### src/ema_map.svh
// Purpose: Offsets, field positions, reset values and timing for the error mask/alert block
// Assumes: APB byte addresses, one aligned 32-bit word per register
// Notes:   Definitions only
`ifndef EMA_MAP_SVH
`define EMA_MAP_SVH

`define EMA_OFF_CFG        8'h00
`define EMA_OFF_SLEEP      8'h04
`define EMA_OFF_SLEEP_MASK 8'h08
`define EMA_OFF_GPI_MASK   8'h0c
`define EMA_OFF_MISC_MASK  8'h10
`define EMA_OFF_USER_LIM   8'h14
`define EMA_OFF_IRQ_STAT   8'h18
`define EMA_OFF_IRQ_MASK   8'h1c
`define EMA_OFF_HOST_ST0   8'h20
`define EMA_OFF_HOST_ST1   8'h24
`define EMA_OFF_MGMT_ST0   8'h28
`define EMA_OFF_MGMT_ST1   8'h2c
`define EMA_OFF_VOLT_LIM   8'h40
`define EMA_OFF_TEMP_LIM   8'h80
`define EMA_OFF_TACH_LIM   8'ha0

`define EMA_CFG_ALERT_EN   0
`define EMA_CFG_LOCK       1
`define EMA_CFG_ASF        2

`define EMA_SLM_VOLT       0
`define EMA_SLM_TEMP       1
`define EMA_SLM_TACH       2
`define EMA_SLM_GPI        3
`define EMA_SLM_VRD        4
`define EMA_SLM_USER       5

`define EMA_IRQ_HOST_NEW   0
`define EMA_IRQ_MGMT_NEW   1
`define EMA_IRQ_PIN_RESET  2

`define EMA_SLEEP_S0       2'h0
`define EMA_SLEEP_S1       2'h1
`define EMA_SLEEP_S3       2'h2
`define EMA_SLEEP_S45      2'h3

`define EMA_VOLT_MASK_VAL  8'hff
`define EMA_TEMP_MASK_VAL  8'h80
`define EMA_TACH_MASK_VAL  8'hff
`define EMA_USER_MASK_VAL  8'hff

`define EMA_RST_CFG        32'h0000_0000
`define EMA_RST_MASK       32'h0000_0000

`define EMA_CLK_MHZ        10
`define EMA_RST_DLY_NS     10000

`endif

### src/ema_pkg.sv
// Purpose: Shared types of the error mask/alert block
// Assumes: Constants live in ema_map.svh
// Notes:   Types only
package ema_pkg;
  typedef logic [1:0]  ema_sleep_t;
  typedef logic [7:0]  ema_byte_t;
  typedef enum logic [1:0] {RST_IDLE, RST_WAIT, RST_DONE} ema_rst_state_t;
endpackage

### src/ema_bank_if.sv
// Purpose: Carries set/clear vectors and status between the top and one status bank
// Assumes: Single clock domain
// Notes:   ctrl is the top side, bank is the status bank side
`timescale 1ns/100ps
`default_nettype none
interface ema_bank_if #(parameter int W = 41);
  logic [W-1:0] set_vec;
  logic [W-1:0] clr_vec;
  logic [W-1:0] status;
  modport ctrl (output set_vec, output clr_vec, input status);
  modport bank (input set_vec, input clr_vec, output status);
endinterface
`default_nettype wire

### src/ema_alert_ctrl.sv
// Purpose: Error masking, duplicated status banks and alert generation, APB slave
// Assumes: Measured values come from logic on i_sys_clk; pins are synchronised here
// Notes:   Status words hold one event vector split over a low and a high word
//
// Local design decisions: the placing of the registers and register access over APB.
`timescale 1ns/100ps
`default_nettype none
`include "ema_map.svh"
module ema_alert_ctrl #(
  parameter int NV = 16,
  parameter int NT = 4,
  parameter int NF = 4,
  parameter int NG = 8
) (
  input  wire logic            i_sys_clk,
  input  wire logic            i_reset_n,
  input  wire logic            i_psel,
  input  wire logic            i_penable,
  input  wire logic            i_pwrite,
  input  wire logic [7:0]      i_paddr,
  input  wire logic [31:0]     i_pwdata,
  output logic      [31:0]     o_prdata,
  output logic                 o_pready,
  output logic                 o_pslverr,
  input  wire logic [NV*8-1:0] i_volt_value,
  input  wire logic [NT*8-1:0] i_temp_value,
  input  wire logic [NT-1:0]   i_diode_fault,
  input  wire logic [NF*8-1:0] i_tach_count,
  input  wire logic [7:0]      i_throttle_level,
  input  wire logic [1:0]      i_processor_throttle_indicator,
  input  wire logic [NG-1:0]   i_general_input,
  input  wire logic [1:0]      i_regulator_overheat_input,
  input  wire logic            i_reset_pin_n,
  output logic                 o_alert,
  output logic                 o_mgmt_side_error_pin,
  output logic                 o_host_error_pin,
  output logic                 o_irq
);
  import ema_pkg::*;

  localparam int EW    = NV + 2 * NT + NF + NG + 2 + 1 + 2;
  localparam int P_TMP = NV;
  localparam int P_DIO = P_TMP + NT;
  localparam int P_TCH = P_DIO + NT;
  localparam int P_GPI = P_TCH + NF;
  localparam int P_VRD = P_GPI + NG;
  localparam int P_USR = P_VRD + 2;
  localparam int P_FIX = P_USR + 1;
  localparam int PINW  = NG + 2 + 1;
  localparam int RST_CYC = (`EMA_RST_DLY_NS * `EMA_CLK_MHZ) / 1000;
  localparam int RCW     = $clog2(RST_CYC + 1);
  // Fixed-threshold throttle bits sit on top and are left out of the alert, both error pins and the interrupt
  localparam logic [EW-1:0] CAPABLE = {2'b00, {(EW - 2){1'b1}}};

  // Refused at elaboration: status words and counters cannot serve these sizes
  if (NV < 1 || NV > 16 || NT < 1 || NT > 8 || NF < 1 || NF > 8) begin
    $error("ema_alert_ctrl: channel count out of range");
  end
  if (NG < 1 || NG > 32 || EW > 63 || RST_CYC < 1) begin
    $error("ema_alert_ctrl: configuration out of range");
  end

  // Value above limit; a limit equal to the mask code never trips
  function automatic logic over_limit(input ema_byte_t val, input ema_byte_t lim,
                                      input ema_byte_t mcode, input logic sgn);
    logic gt;
    gt = sgn ? ($signed(val) > $signed(lim)) : (val > lim);
    return gt && (lim != mcode);
  endfunction

  function automatic logic [31:0] word_of(input logic [EW-1:0] v, input logic hi);
    logic [63:0] w;
    w = {{(64 - EW){1'b0}}, v};
    return hi ? w[63:32] : w[31:0];
  endfunction

  // Pin synchronisers
  logic [PINW-1:0] pin_meta_reg;
  logic [PINW-1:0] pin_sync_reg;

  always_ff @(posedge i_sys_clk) begin
    if (!i_reset_n) begin
      pin_meta_reg <= {1'b1, {(PINW - 1){1'b0}}};
      pin_sync_reg <= {1'b1, {(PINW - 1){1'b0}}};
    end else begin
      pin_meta_reg <= {i_reset_pin_n, i_regulator_overheat_input, i_general_input};
      pin_sync_reg <= pin_meta_reg;
    end
  end

  logic [NG-1:0] gpi_s;
  logic [1:0]    vrd_s;
  logic          rst_pin_n_s;
  assign gpi_s       = pin_sync_reg[NG-1:0];
  assign vrd_s       = pin_sync_reg[NG+1:NG];
  assign rst_pin_n_s = pin_sync_reg[NG+2];

  // Registers
  logic [31:0]     cfg_reg;
  ema_sleep_t      sleep_reg;
  logic [5:0]      sleep_mask_reg;
  logic [NG-1:0]   gpi_mask_reg;
  logic [1:0]      misc_mask_reg;
  ema_byte_t       user_lim_reg;
  logic [2:0]      irq_stat_reg;
  logic [2:0]      irq_mask_reg;
  ema_byte_t       volt_lim_reg [NV];
  ema_byte_t       temp_lim_reg [NT];
  ema_byte_t       tach_lim_reg [NF];

  // APB handshake: one wait cycle, write and read side effects at the pready edge
  logic        acc;
  logic        wr;
  logic        rd;
  logic [31:0] rd_data;
  logic        rd_hit;
  logic [5:0]  widx;
  logic        locked;

  assign acc    = i_psel && i_penable && o_pready;
  assign wr     = acc && i_pwrite;
  assign rd     = acc && !i_pwrite;
  assign widx   = i_paddr[7:2];
  assign locked = cfg_reg[`EMA_CFG_LOCK];

  logic [EW-1:0] host_st;
  logic [EW-1:0] mgmt_st;

  always_comb begin
    rd_data = 32'h0000_0000;
    rd_hit  = 1'b1;
    case (i_paddr)
      `EMA_OFF_CFG:        rd_data = cfg_reg;
      `EMA_OFF_SLEEP:      rd_data = {30'h0000_0000, sleep_reg};
      `EMA_OFF_SLEEP_MASK: rd_data = {26'h000_0000, sleep_mask_reg};
      `EMA_OFF_GPI_MASK:   rd_data = 32'(gpi_mask_reg);
      `EMA_OFF_MISC_MASK:  rd_data = {30'h0000_0000, misc_mask_reg};
      `EMA_OFF_USER_LIM:   rd_data = {24'h00_0000, user_lim_reg};
      `EMA_OFF_IRQ_STAT:   rd_data = {29'h0000_0000, irq_stat_reg};
      `EMA_OFF_IRQ_MASK:   rd_data = {29'h0000_0000, irq_mask_reg};
      `EMA_OFF_HOST_ST0:   rd_data = word_of(host_st, 1'b0);
      `EMA_OFF_HOST_ST1:   rd_data = word_of(host_st, 1'b1);
      `EMA_OFF_MGMT_ST0:   rd_data = word_of(mgmt_st, 1'b0);
      `EMA_OFF_MGMT_ST1:   rd_data = word_of(mgmt_st, 1'b1);
      default: begin
        if (i_paddr[1:0] == 2'h0 && i_paddr >= `EMA_OFF_VOLT_LIM &&
            int'(widx) < int'(`EMA_OFF_VOLT_LIM >> 2) + NV) begin
          rd_data = {24'h00_0000, volt_lim_reg[int'(widx) - int'(`EMA_OFF_VOLT_LIM >> 2)]};
        end else if (i_paddr[1:0] == 2'h0 && i_paddr >= `EMA_OFF_TEMP_LIM &&
                     int'(widx) < int'(`EMA_OFF_TEMP_LIM >> 2) + NT) begin
          rd_data = {24'h00_0000, temp_lim_reg[int'(widx) - int'(`EMA_OFF_TEMP_LIM >> 2)]};
        end else if (i_paddr[1:0] == 2'h0 && i_paddr >= `EMA_OFF_TACH_LIM &&
                     int'(widx) < int'(`EMA_OFF_TACH_LIM >> 2) + NF) begin
          rd_data = {24'h00_0000, tach_lim_reg[int'(widx) - int'(`EMA_OFF_TACH_LIM >> 2)]};
        end else begin
          rd_hit = 1'b0;
        end
      end
    endcase
  end

  always_ff @(posedge i_sys_clk) begin
    if (!i_reset_n) begin
      o_pready  <= 1'b0;
      o_prdata  <= 32'h0000_0000;
      o_pslverr <= 1'b0;
    end else begin
      o_pready <= i_psel && i_penable && !o_pready;
      // Error only stands beside pready, never after it
      o_pslverr <= i_psel && i_penable && !o_pready && !rd_hit;
      if (i_psel && i_penable && !o_pready) begin
        o_prdata  <= i_pwrite ? 32'h0000_0000 : rd_data;
      end
    end
  end

  // Reset pin timer
  ema_rst_state_t rst_state_reg;
  logic [RCW-1:0] rst_cnt_reg;
  logic           rst_fire;

  assign rst_fire = (rst_state_reg == RST_WAIT) && (int'(rst_cnt_reg) == RST_CYC - 1);

  always_ff @(posedge i_sys_clk) begin
    if (!i_reset_n) begin
      rst_state_reg <= RST_IDLE;
      rst_cnt_reg   <= '0;
    end else begin
      case (rst_state_reg)
        RST_IDLE: begin
          rst_cnt_reg <= '0;
          if (!rst_pin_n_s) rst_state_reg <= RST_WAIT;
        end
        RST_WAIT: begin
          if (rst_pin_n_s) begin
            rst_state_reg <= RST_IDLE;
          end else if (rst_fire) begin
            rst_state_reg <= RST_DONE;
          end else begin
            rst_cnt_reg <= rst_cnt_reg + RCW'(1);
          end
        end
        RST_DONE: begin
          if (rst_pin_n_s) rst_state_reg <= RST_IDLE;
        end
        default: rst_state_reg <= RST_IDLE;
      endcase
    end
  end

  // Configuration and sleep control; lock only protects limits and masks
  always_ff @(posedge i_sys_clk) begin
    if (!i_reset_n) begin
      cfg_reg   <= `EMA_RST_CFG;
      sleep_reg <= `EMA_SLEEP_S45;
    end else begin
      if (wr && i_paddr == `EMA_OFF_CFG) begin
        cfg_reg <= {29'h0000_0000, i_pwdata[`EMA_CFG_ASF],
                    i_pwdata[`EMA_CFG_LOCK] | locked, i_pwdata[`EMA_CFG_ALERT_EN]};
      end
      if (wr && i_paddr == `EMA_OFF_SLEEP) sleep_reg <= i_pwdata[1:0];
      if (rst_fire) begin
        cfg_reg[`EMA_CFG_LOCK] <= 1'b0;
        sleep_reg              <= `EMA_SLEEP_S45;
      end
    end
  end

  always_ff @(posedge i_sys_clk) begin
    if (!i_reset_n) begin
      sleep_mask_reg <= 6'(`EMA_RST_MASK);
      gpi_mask_reg   <= NG'(`EMA_RST_MASK);
      misc_mask_reg  <= 2'(`EMA_RST_MASK);
      user_lim_reg   <= `EMA_USER_MASK_VAL;
      irq_mask_reg   <= 3'(`EMA_RST_MASK);
    end else if (wr && !locked) begin
      case (i_paddr)
        `EMA_OFF_SLEEP_MASK: sleep_mask_reg <= i_pwdata[5:0];
        `EMA_OFF_GPI_MASK:   gpi_mask_reg   <= i_pwdata[NG-1:0];
        `EMA_OFF_MISC_MASK:  misc_mask_reg  <= i_pwdata[1:0];
        `EMA_OFF_USER_LIM:   user_lim_reg   <= i_pwdata[7:0];
        `EMA_OFF_IRQ_MASK:   irq_mask_reg   <= i_pwdata[2:0];
        default: ;
      endcase
    end
  end

  always_ff @(posedge i_sys_clk) begin
    if (!i_reset_n) begin
      for (int i = 0; i < NV; i++) volt_lim_reg[i] <= `EMA_VOLT_MASK_VAL;
      for (int i = 0; i < NT; i++) temp_lim_reg[i] <= `EMA_TEMP_MASK_VAL;
      for (int i = 0; i < NF; i++) tach_lim_reg[i] <= `EMA_TACH_MASK_VAL;
    end else if (wr && !locked) begin
      for (int i = 0; i < NV; i++) begin
        if (i_paddr == 8'(`EMA_OFF_VOLT_LIM + 4 * i)) volt_lim_reg[i] <= i_pwdata[7:0];
      end
      for (int i = 0; i < NT; i++) begin
        if (i_paddr == 8'(`EMA_OFF_TEMP_LIM + 4 * i)) temp_lim_reg[i] <= i_pwdata[7:0];
      end
      for (int i = 0; i < NF; i++) begin
        if (i_paddr == 8'(`EMA_OFF_TACH_LIM + 4 * i)) tach_lim_reg[i] <= i_pwdata[7:0];
      end
    end
  end

  // Event qualification
  logic [EW-1:0] raw_ev;
  logic [EW-1:0] sleep_kill;
  logic [EW-1:0] set_ev;
  logic          in_sleep;
  logic          deep;

  assign in_sleep = (sleep_reg != `EMA_SLEEP_S0);
  assign deep     = (sleep_reg == `EMA_SLEEP_S3) || (sleep_reg == `EMA_SLEEP_S45);

  always_comb begin
    raw_ev = '0;
    for (int i = 0; i < NV; i++) begin
      raw_ev[i] = over_limit(i_volt_value[i*8 +: 8], volt_lim_reg[i],
                             `EMA_VOLT_MASK_VAL, 1'b0);
    end
    for (int i = 0; i < NT; i++) begin
      raw_ev[P_TMP+i] = over_limit(i_temp_value[i*8 +: 8], temp_lim_reg[i],
                                   `EMA_TEMP_MASK_VAL, 1'b1);
      raw_ev[P_DIO+i] = i_diode_fault[i] &&
                        (temp_lim_reg[i] != `EMA_TEMP_MASK_VAL);
    end
    for (int i = 0; i < NF; i++) begin
      raw_ev[P_TCH+i] = over_limit(i_tach_count[i*8 +: 8], tach_lim_reg[i],
                                   `EMA_TACH_MASK_VAL, 1'b0);
    end
    raw_ev[P_GPI +: NG] = gpi_s & ~gpi_mask_reg;
    raw_ev[P_VRD +: 2]  = vrd_s & ~misc_mask_reg;
    raw_ev[P_USR] = over_limit(i_throttle_level, user_lim_reg,
                               `EMA_USER_MASK_VAL, 1'b0);
    raw_ev[P_FIX +: 2] = i_processor_throttle_indicator;
  end

  // Rails and fans are off in S3 and S4/S5, temperatures too in S4/S5
  always_comb begin
    sleep_kill = '0;
    sleep_kill[NV-1:0]    = {NV{deep}};
    sleep_kill[P_TCH +: NF] = {NF{deep}};
    sleep_kill[P_TMP +: NT] = {NT{sleep_reg == `EMA_SLEEP_S45}};
    sleep_kill[P_DIO +: NT] = {NT{sleep_reg == `EMA_SLEEP_S45}};
    if (in_sleep) begin
      sleep_kill[NV-1:0]      = sleep_kill[NV-1:0]    | {NV{sleep_mask_reg[`EMA_SLM_VOLT]}};
      sleep_kill[P_TMP +: NT] = sleep_kill[P_TMP +: NT] | {NT{sleep_mask_reg[`EMA_SLM_TEMP]}};
      sleep_kill[P_DIO +: NT] = sleep_kill[P_DIO +: NT] | {NT{sleep_mask_reg[`EMA_SLM_TEMP]}};
      sleep_kill[P_TCH +: NF] = sleep_kill[P_TCH +: NF] | {NF{sleep_mask_reg[`EMA_SLM_TACH]}};
      sleep_kill[P_GPI +: NG] = {NG{sleep_mask_reg[`EMA_SLM_GPI]}};
      sleep_kill[P_VRD +: 2]  = {2{sleep_mask_reg[`EMA_SLM_VRD]}};
      sleep_kill[P_USR]       = sleep_mask_reg[`EMA_SLM_USER];
    end
    sleep_kill[P_FIX +: 2] = 2'b00;
  end

  assign set_ev = raw_ev & ~sleep_kill;

  // Clear vectors, one per bank, built only from that bank's own address
  logic [63:0] wmask;
  logic [EW-1:0] host_clr;
  logic [EW-1:0] mgmt_clr;

  always_comb begin
    wmask = 64'h0;
    if (wr && i_paddr == `EMA_OFF_HOST_ST0) wmask[31:0]  = i_pwdata;
    if (wr && i_paddr == `EMA_OFF_HOST_ST1) wmask[63:32] = i_pwdata;
    host_clr = wmask[EW-1:0];
    wmask = 64'h0;
    if (wr && i_paddr == `EMA_OFF_MGMT_ST0) wmask[31:0]  = i_pwdata;
    if (wr && i_paddr == `EMA_OFF_MGMT_ST1) wmask[63:32] = i_pwdata;
    if (rd && cfg_reg[`EMA_CFG_ASF] && i_paddr == `EMA_OFF_MGMT_ST0) begin
      wmask[31:0] = 32'hffff_ffff;
    end
    if (rd && cfg_reg[`EMA_CFG_ASF] && i_paddr == `EMA_OFF_MGMT_ST1) begin
      wmask[63:32] = 32'hffff_ffff;
    end
    mgmt_clr = wmask[EW-1:0];
  end

  ema_bank_if #(.W(EW)) host_if ();
  ema_bank_if #(.W(EW)) mgmt_if ();

  assign host_if.set_vec = set_ev;
  assign host_if.clr_vec = host_clr;
  assign mgmt_if.set_vec = set_ev;
  assign mgmt_if.clr_vec = mgmt_clr;
  assign host_st         = host_if.status;
  assign mgmt_st         = mgmt_if.status;

  ema_err_bank #(.W(EW)) u_host_bank (
    .i_sys_clk (i_sys_clk),
    .i_reset_n (i_reset_n),
    .bus       (host_if.bank)
  );

  ema_err_bank #(.W(EW)) u_mgmt_bank (
    .i_sys_clk (i_sys_clk),
    .i_reset_n (i_reset_n),
    .bus       (mgmt_if.bank)
  );

  // Interrupt status: sticky, read clears, a new event in the read cycle survives
  logic [2:0] irq_set;
  logic       irq_rd;
  assign irq_set = {rst_fire, |(set_ev & CAPABLE & ~mgmt_st), |(set_ev & CAPABLE & ~host_st)};
  assign irq_rd  = rd && i_paddr == `EMA_OFF_IRQ_STAT;

  always_ff @(posedge i_sys_clk) begin
    if (!i_reset_n) begin
      irq_stat_reg <= 3'h0;
    end else begin
      irq_stat_reg <= (irq_rd ? 3'h0 : irq_stat_reg) | irq_set;
    end
  end

  // Outputs lag the status banks by one cycle so they come straight from flip-flops
  always_ff @(posedge i_sys_clk) begin
    if (!i_reset_n) begin
      o_alert               <= 1'b0;
      o_host_error_pin      <= 1'b0;
      o_mgmt_side_error_pin <= 1'b0;
      o_irq                 <= 1'b0;
    end else begin
      o_alert <= cfg_reg[`EMA_CFG_ALERT_EN] && |(host_st & CAPABLE);
      o_host_error_pin      <= |(host_st & CAPABLE);
      o_mgmt_side_error_pin <= |(mgmt_st & CAPABLE);
      o_irq                 <= |(irq_stat_reg & irq_mask_reg);
    end
  end
endmodule
`default_nettype wire

### src/ema_err_bank.sv
// Purpose: One sticky error status bank (host side or management side)
// Assumes: Set and clear vectors already qualified by the top
// Notes:   Set wins over clear in the same cycle
`timescale 1ns/100ps
`default_nettype none
`include "ema_map.svh"
module ema_err_bank #(
  parameter int W = 41
) (
  input  wire logic  i_sys_clk,
  input  wire logic  i_reset_n,
  ema_bank_if.bank   bus
);
  import ema_pkg::*;

  logic [W-1:0] status_reg;
  logic [W-1:0] status_next;

  if (W < 1 || W > 63) begin
    $error("ema_err_bank: width out of range");
  end

  // A masked event never reaches set_vec, and masking alone never clears
  // Clear only drops a bit whose event is gone this cycle; a live event re-sets it
  always_comb begin
    status_next = (status_reg & ~bus.clr_vec) | bus.set_vec;
  end

  always_ff @(posedge i_sys_clk) begin
    if (!i_reset_n) begin
      status_reg <= '0;
    end else begin
      status_reg <= status_next;
    end
  end

  assign bus.status = status_reg;
endmodule
`default_nettype wire

### config.mk
export PLATFORM = sky130hd
export DESIGN_NAME = ema_alert_ctrl
export DESIGN_NICKNAME = d
export VERILOG_FILES = /design/src/ema_pkg.sv /design/src/ema_bank_if.sv /design/src/ema_alert_ctrl.sv /design/src/ema_err_bank.sv
export VERILOG_INCLUDE_DIRS = /design/src
export SDC_FILE = /design/constraint.sdc
export NUM_CORES = 1
export LEC_CHECK = 0
export ABC_AREA = 1
export ABC_CLOCK_PERIOD_IN_PS = 2800
export BUFFER_PORTS_ARGS = -buffer_cell sky130_fd_sc_hd__buf_4
export CAP_MARGIN = 5
export CORE_ASPECT_RATIO = 1.4
export CORE_UTILIZATION = 50
export CTS_CLUSTER_SIZE = 8
export DETAILED_ROUTE_END_ITERATION = 6
export PLACE_DENSITY = 0.73
export SYNTH_ARGS = -nofsm -noshare
export SYNTH_HDL_FRONTEND = slang
export SYNTH_SLANG_ARGS = --single-unit
### constraint.sdc
create_clock -name i_sys_clk -period 2.8 [get_ports i_sys_clk]
set_input_delay 0.42 -clock i_sys_clk [delete_from_list [all_inputs] [get_ports i_sys_clk]]
set_output_delay 0.42 -clock i_sys_clk [all_outputs]
set_load 0.1 [all_outputs]
* Word level (Yosys, flattened, before mapping) *
Memory sizes are Yosys's and may differ from the RTL's.
Cells that the tools add are included.

storage, ports and cells
  register bits = 186
  output and inout port bits = 38
  bits in writable memories = 192
  input bits = 262
  memories kept = 3
  word-level logic and storage cells = 401

memory list
  memory        depth  width  rd ports  clocked after Yosys merged registers in  write ports  RTL line               source
  volt_lim_reg  16     8      17        0                                        16           ema_alert_ctrl.sv:107  ema_byte_t volt_lim_reg [NV];
  tach_lim_reg  4      8      5         0                                        4            ema_alert_ctrl.sv:109  ema_byte_t tach_lim_reg [NF];
  temp_lim_reg  4      8      5         0                                        4            ema_alert_ctrl.sv:108  ema_byte_t temp_lim_reg [NT];

cells by class
  bitwise gates (word level) = 47
  multiplexer cells = 146
  equal/unequal tests = 70
  $lt $le $gt $ge = 31
  reduce and logical (&&, ||, !) cells = 78
  add/subtract/negate cells = 4

operators by type and width
  kind                                                             number
  32-bit one-hot mux with 12 select lines                          1
  8-bit two-way mux                                                27
  8-bit > comparator                                               25
  8-bit inequality test, second input constant                     25
  41-bit inverter                                                  4
  8-bit by 7-bit == test with 1-bit output, second input constant  16
  32-bit two-way mux                                               4
  41-bit AND                                                       3
  1-bit two-way mux                                                101
  39-bit by 41-bit AND with 41-bit output                          2
  41-bit OR                                                        2
  41-bit OR reduction                                              2
  39-bit OR reduction                                              2
  8-bit == test, second input constant                             8
  1-bit logical AND                                                54
  39-bit inverter with 41-bit output                               1
  39-bit two-way mux                                               1
  8-bit by 5-bit == test with 1-bit output, second input constant  4
  8-bit by 6-bit == test with 1-bit output, second input constant  4
  9-bit two-way mux                                                3
  1-bit OR                                                         25
  6-bit < comparator, second input constant                        3
  8-bit by 4-bit == test with 1-bit output, second input constant  2
  8-bit greater-or-equal comparator, second input constant         2
  other kinds (34)                                                 55

* Logic depth before layout (Yosys ltp) *
  depth after elaboration = 9
  mapped depth = 17
  depth with buffers taken out = 17

* By module *
From an unflattened synthesis, not the netlist that was laid out.

unflattened totals
  cell total of the unflattened synthesis = 3,076
  area total of the unflattened synthesis = 23,482.5 µm²

by module, submodules not included
  module          area each (µm²)  cells each  times used  seq. area each (µm²)
  ema_alert_ctrl  20,109.3         2,656       1           7,847.5
  ema_err_bank    1,686.6          210         2           820.8

* Worst setup path before layout *
Ideal clock, no wire load.

  kind = register -> register
  start point = register o_pready
  end point = memory volt_lim_reg[4][0] (netlist name) (enable)
  data required time = 2.416 ns
  stages on the path, launching flop included = 9
  period minus slack after synthesis = 3.076 ns
  buffers on the path = 0
  data arrival time = 2.692 ns
  library setup time = 0.384 ns
  slack = -0.276 ns
  cells stage by stage = dfxtp_1 nand3_1 nor2_4 inv_2 nor2_2 inv_2 nor3_1 inv_1 o21ai_0

RTL lines
  item                    RTL line               source
  start, declared         ema_alert_ctrl.sv:23   output logic o_pready,
  start signal, assigned  ema_alert_ctrl.sv:168  o_pready <= i_psel && i_penable && !o_pready;
  end, declared           ema_alert_ctrl.sv:107

==> results by group <==
Outcome
  – Status: complete, no violations

Yosys
  – Compound-Gate Fraction of Synth Area: 13.4%
  – Mapped Cells: 2,988
  – Top FF cell, synth: edfxtp_1
  – Syn nets: 3,451
  – Share of flip-flops with an asynchronous set or reset: 0%
  – Post-Synth Simple-Gate Area: 24.4%
  – Sequential area share after synthesis: 42.0%
  – Synth Area in Adders: 11.1%
  – Synth Area in XOR/XNOR: 0%
  – Synthesized cell area: 22,600 um^2
  – Synthesized flop and latch total: 378
  – Syn_area_per_cell: 7.56 um^2
  – Synth unique cells: 42
  – Main combinational cell family by area after synthesis: simple AND/OR/NAND/NOR gates
  – EDFF count, synth: 192
  – Mux share of post-synthesis cell area: 0%
  – Syn. warnings: 0

Power and ir drop
  – Sequential share of power: 44.7%
  – Leak: 13.0 nW
  – Comb pwr share: 11.8%
  – Net Switching: 3.45 mW
  – Clock power frac: 43.5%
  – Sw frac: 25.5%
  – Worst VDD drop: 549 uV
  – P_int: 10.1 mW
  – Pwr/cell area: 494 nW/um^2

Cells and area
  – Layout cells sized above 1: 14.3%
  – Fin nets: 3,809
  – Sequential Area: 9490 um^2
  – Max reg flops: 128
  – Fillers: 3,985
  – Layout area overhead: 21.1%
  – Area occupied by multi-input gates: 11,100 um^2
  – Ant. Diodes: 0
  – Non-filler cells, final: 3,933

STA
  – Slew Viols, Final: 0
  – RSZ-0062 raised after global routing: no
  – Fmax: 0.417 GHz
  – Fin Hold WS: 0.0279 ns
  – Total negative setup slack: 0 ns
  – Endpoints failing hold: 0
  – Max-slew headroom: 31.5%
  – Min Tclk post-route: 2.40 ns
  – Worst slew pin tran: 1.02 ns
  – Period utilisation layout: 85.7%
  – Setup-failing EPs final: 0
  – Clock Skew: 0.0264 ns

Global routing
  – Largest net degree at the start of global routing: 72
  – Global-route wire length before repair: 129,000 um
  – Met1 Use GR: 39.9%
  – Number of global-route vias before repair: 22,600
  – GR peak layer: met2
  – Total gr overflow: 0
  – Met3 Resource Use GR: 5.82%
  – Gr usage total: 37.7%
  – Met2 usage: 66.7%
  – Initial antenna violation count: 0

Routing
  – Vias per cell: 5.76
  – Iteration-0 DRC count of the detailed router: 2,010
  – Routed len/inst: 22.2 um
  – Antenna Nets Post-Route: 0
  – Drt total wl: 87,500 um
  – 1st-pass router iterations: 6
  – DRC violations left: 0
  – DR vias: 22,700

Worst setup path
  – Reg-to-reg endpoint: volt_lim_reg[3][6]
  – Worst setup SP type: flop
  – CP Capture Point: volt_lim_reg[3][6]
  – CP Class: reg2reg
  – Crit. End Element: flop
  – Reg2Reg Setup Slack: 0.40 ns
  – Reg-to-Reg Start: o_pready
  – Critical Path Source: o_pready
  – Data required, critical path: 2.98 ns
  – FF-to-FF path depth: 8
  – Crit-path max FO: 8
  – CP arrival: 2.58 ns

Placement
  – PortBufs: 299
  – Detailed Place HPWL: 68,700 um
  – Post-Place Cells: 3,849
  – Placer Congestion: 1.04

Clock tree
  – Worst skew pair latency: 0.59 ns
  – CTS root buf: clkbuf_16
  – Reg clk slew, reported paths: 0.05 ns
  – Total CTS buffers: 53
  – TritonCTS clock tree: built
  – Post CTS Setup Buffer Count: 0
  – Post-CTS sizing: 0
  – H-Tree Depth: 2
  – Max Root-Sink Buffers: 3
  – Hold_buf cts: 0
  – CTS sink count: 378

Floorplanning
  – Starting density of the core: 51.0%
  – # IOs: 300
  – Row count: 91
  – Core Box Area: 44,300 um^2
  – Die Area: 46,100 um^2
  – Die Ht: 254 um
  – Die X: 182 um

Worst hold path
  – Hold crit path type: in2reg

Flow run
  – MaxCap Viol Count: 0
worst max-delay path: stages (launching register included):
cell	delay (ns)
dfxtp_2	0.34
nand3_1	0.21
nor2_4	0.16
inv_2	0.08
nor2_2	0.15
inv_2	0.08
nor2_2	0.09
inv_2	0.09
o21ai_0	0.80
final cells by class:
type / instances / share of cell area (%)
tap: 558 / 2.55
sequential: 378 / 34.7
clock inverter: 2 / 0.0869
inverter: 450 / 6.18
multi-input combinational: 2079 / 40.5
clock buffer: 82 / 5.32
timing repair buffer: 384 / 10.7
logic make-up after synthesis:
| logic type | count (synthesis) |
|---|---|
| adder cells (fa/ha/maj) | 201 |
| AO/OA/AOI/OAI | 540 |
| flip-flops | 378 |
| buffers and inverters | 531 |
| AND/OR/NAND/NOR | 1338 |
cells in the mapped netlist (12+ instances only):
library cell | number | area [um^2]
a21oi_1 | 230 | 1150
buf_2 | 28 | 140
clkbuf_1 | 38 | 143
dfxtp_1 | 186 | 3720
edfxtp_1 | 192 | 5770
ha_1 | 201 | 2510
inv_1 | 434 | 1630
inv_2 | 12 | 45.0
nand2_1 | 777 | 2920
nand3_1 | 183 | 916
nand4_1 | 27 | 169
nor2_1 | 272 | 1020
nor2_2 | 15 | 93.8
nor3_1 | 21 | 105
nor4_1 | 14 | 87.6
o21a_1 | 17 | 128
o21ai_0 | 121 | 606
o21bai_1 | 17 | 128
o22ai_1 | 115 | 719
cells in the final DEF (no fill, tap or decap), types with 2 or more instances in the layout:
cell	netlist	layout
o21ai_0	121	121
o211ai_1	8	8
a21oi_1	230	230
inv_1	434	433
buf_4	4	380
o31ai_1	3	3
edfxtp_1	192	192
and2_1	8	8
a211oi_1	6	6
o2111ai_1	2	2
ha_1	201	201
a32o_1	2	2
nor4_1	14	14
a21o_1	4	4
nand3b_1	7	7
buf_12	0	4
nand4_1	27	27
a22oi_1	6	6
o21bai_1	17	17
o22ai_1	115	115
inv_2	12	12
dfxtp_1	186	185
nor2_2	15	16
nor2_4	3	3
or2_2	3	3
o21a_1	17	17
clkinv_1	4	4
nand3_1	183	183
clkbuf_16	0	54
nand2_1	777	777
nor3_1	21	21
nor2_1	272	271
nand2_2	5	5
clkbuf_1	38	28
o21ai_1	4	4
a22o_1	2	2
how the worst min path moves through the flow:
stage                                        from              end  slack (ns)  depth (start not counted)
floorplan                         pin_meta_reg[0]  pin_sync_reg[0]        0.39                          2
global placement                  pin_meta_reg[3]  pin_sync_reg[3]        0.39                          2
detailed placement                pin_meta_reg[5]  pin_sync_reg[5]        0.40                          2
CTS                 i_regulator_overheat_input[0]  pin_meta_reg[8]        0.02                          3
global route                   i_general_input[7]  pin_meta_reg[7]        0.03                          3
finish                         i_general_input[7]  pin_meta_reg[7]        0.03                          3
stage by stage:
step                setup WS (ns)  power [mW]  instance area, um^2  util, %
CTS                         0.467        13.5                27400     61.8
finish                      0.399        13.5                27400     61.8
floorplan                   0.111        6.92                22600        -
global route                0.273        13.9                27400     61.8
global placement           0.0288        7.66                25900     58.4
detailed placement          0.111        7.72                25900     58.4
routing by layer:
layer  wire length [um]  up-vias
li1                   -    10600
met1              29800    10600
met2              43100     1168
met3               6850      320
met4               7710        0
met5                  0        -
power groups by stage:
stage | Clock, mW | Combinational (mW) | Sequential (mW)
after floorplan | 0 | 0.768 | 6.16
after global placement | 0 | 1.51 | 6.15
after detailed placement | 0 | 1.57 | 6.15
after CTS | 5.90 | 1.58 | 6.04
after global routing | 6.10 | 1.74 | 6.05
final | 5.88 | 1.60 | 6.05
Note: power is estimated with default switching activity, not from simulation.
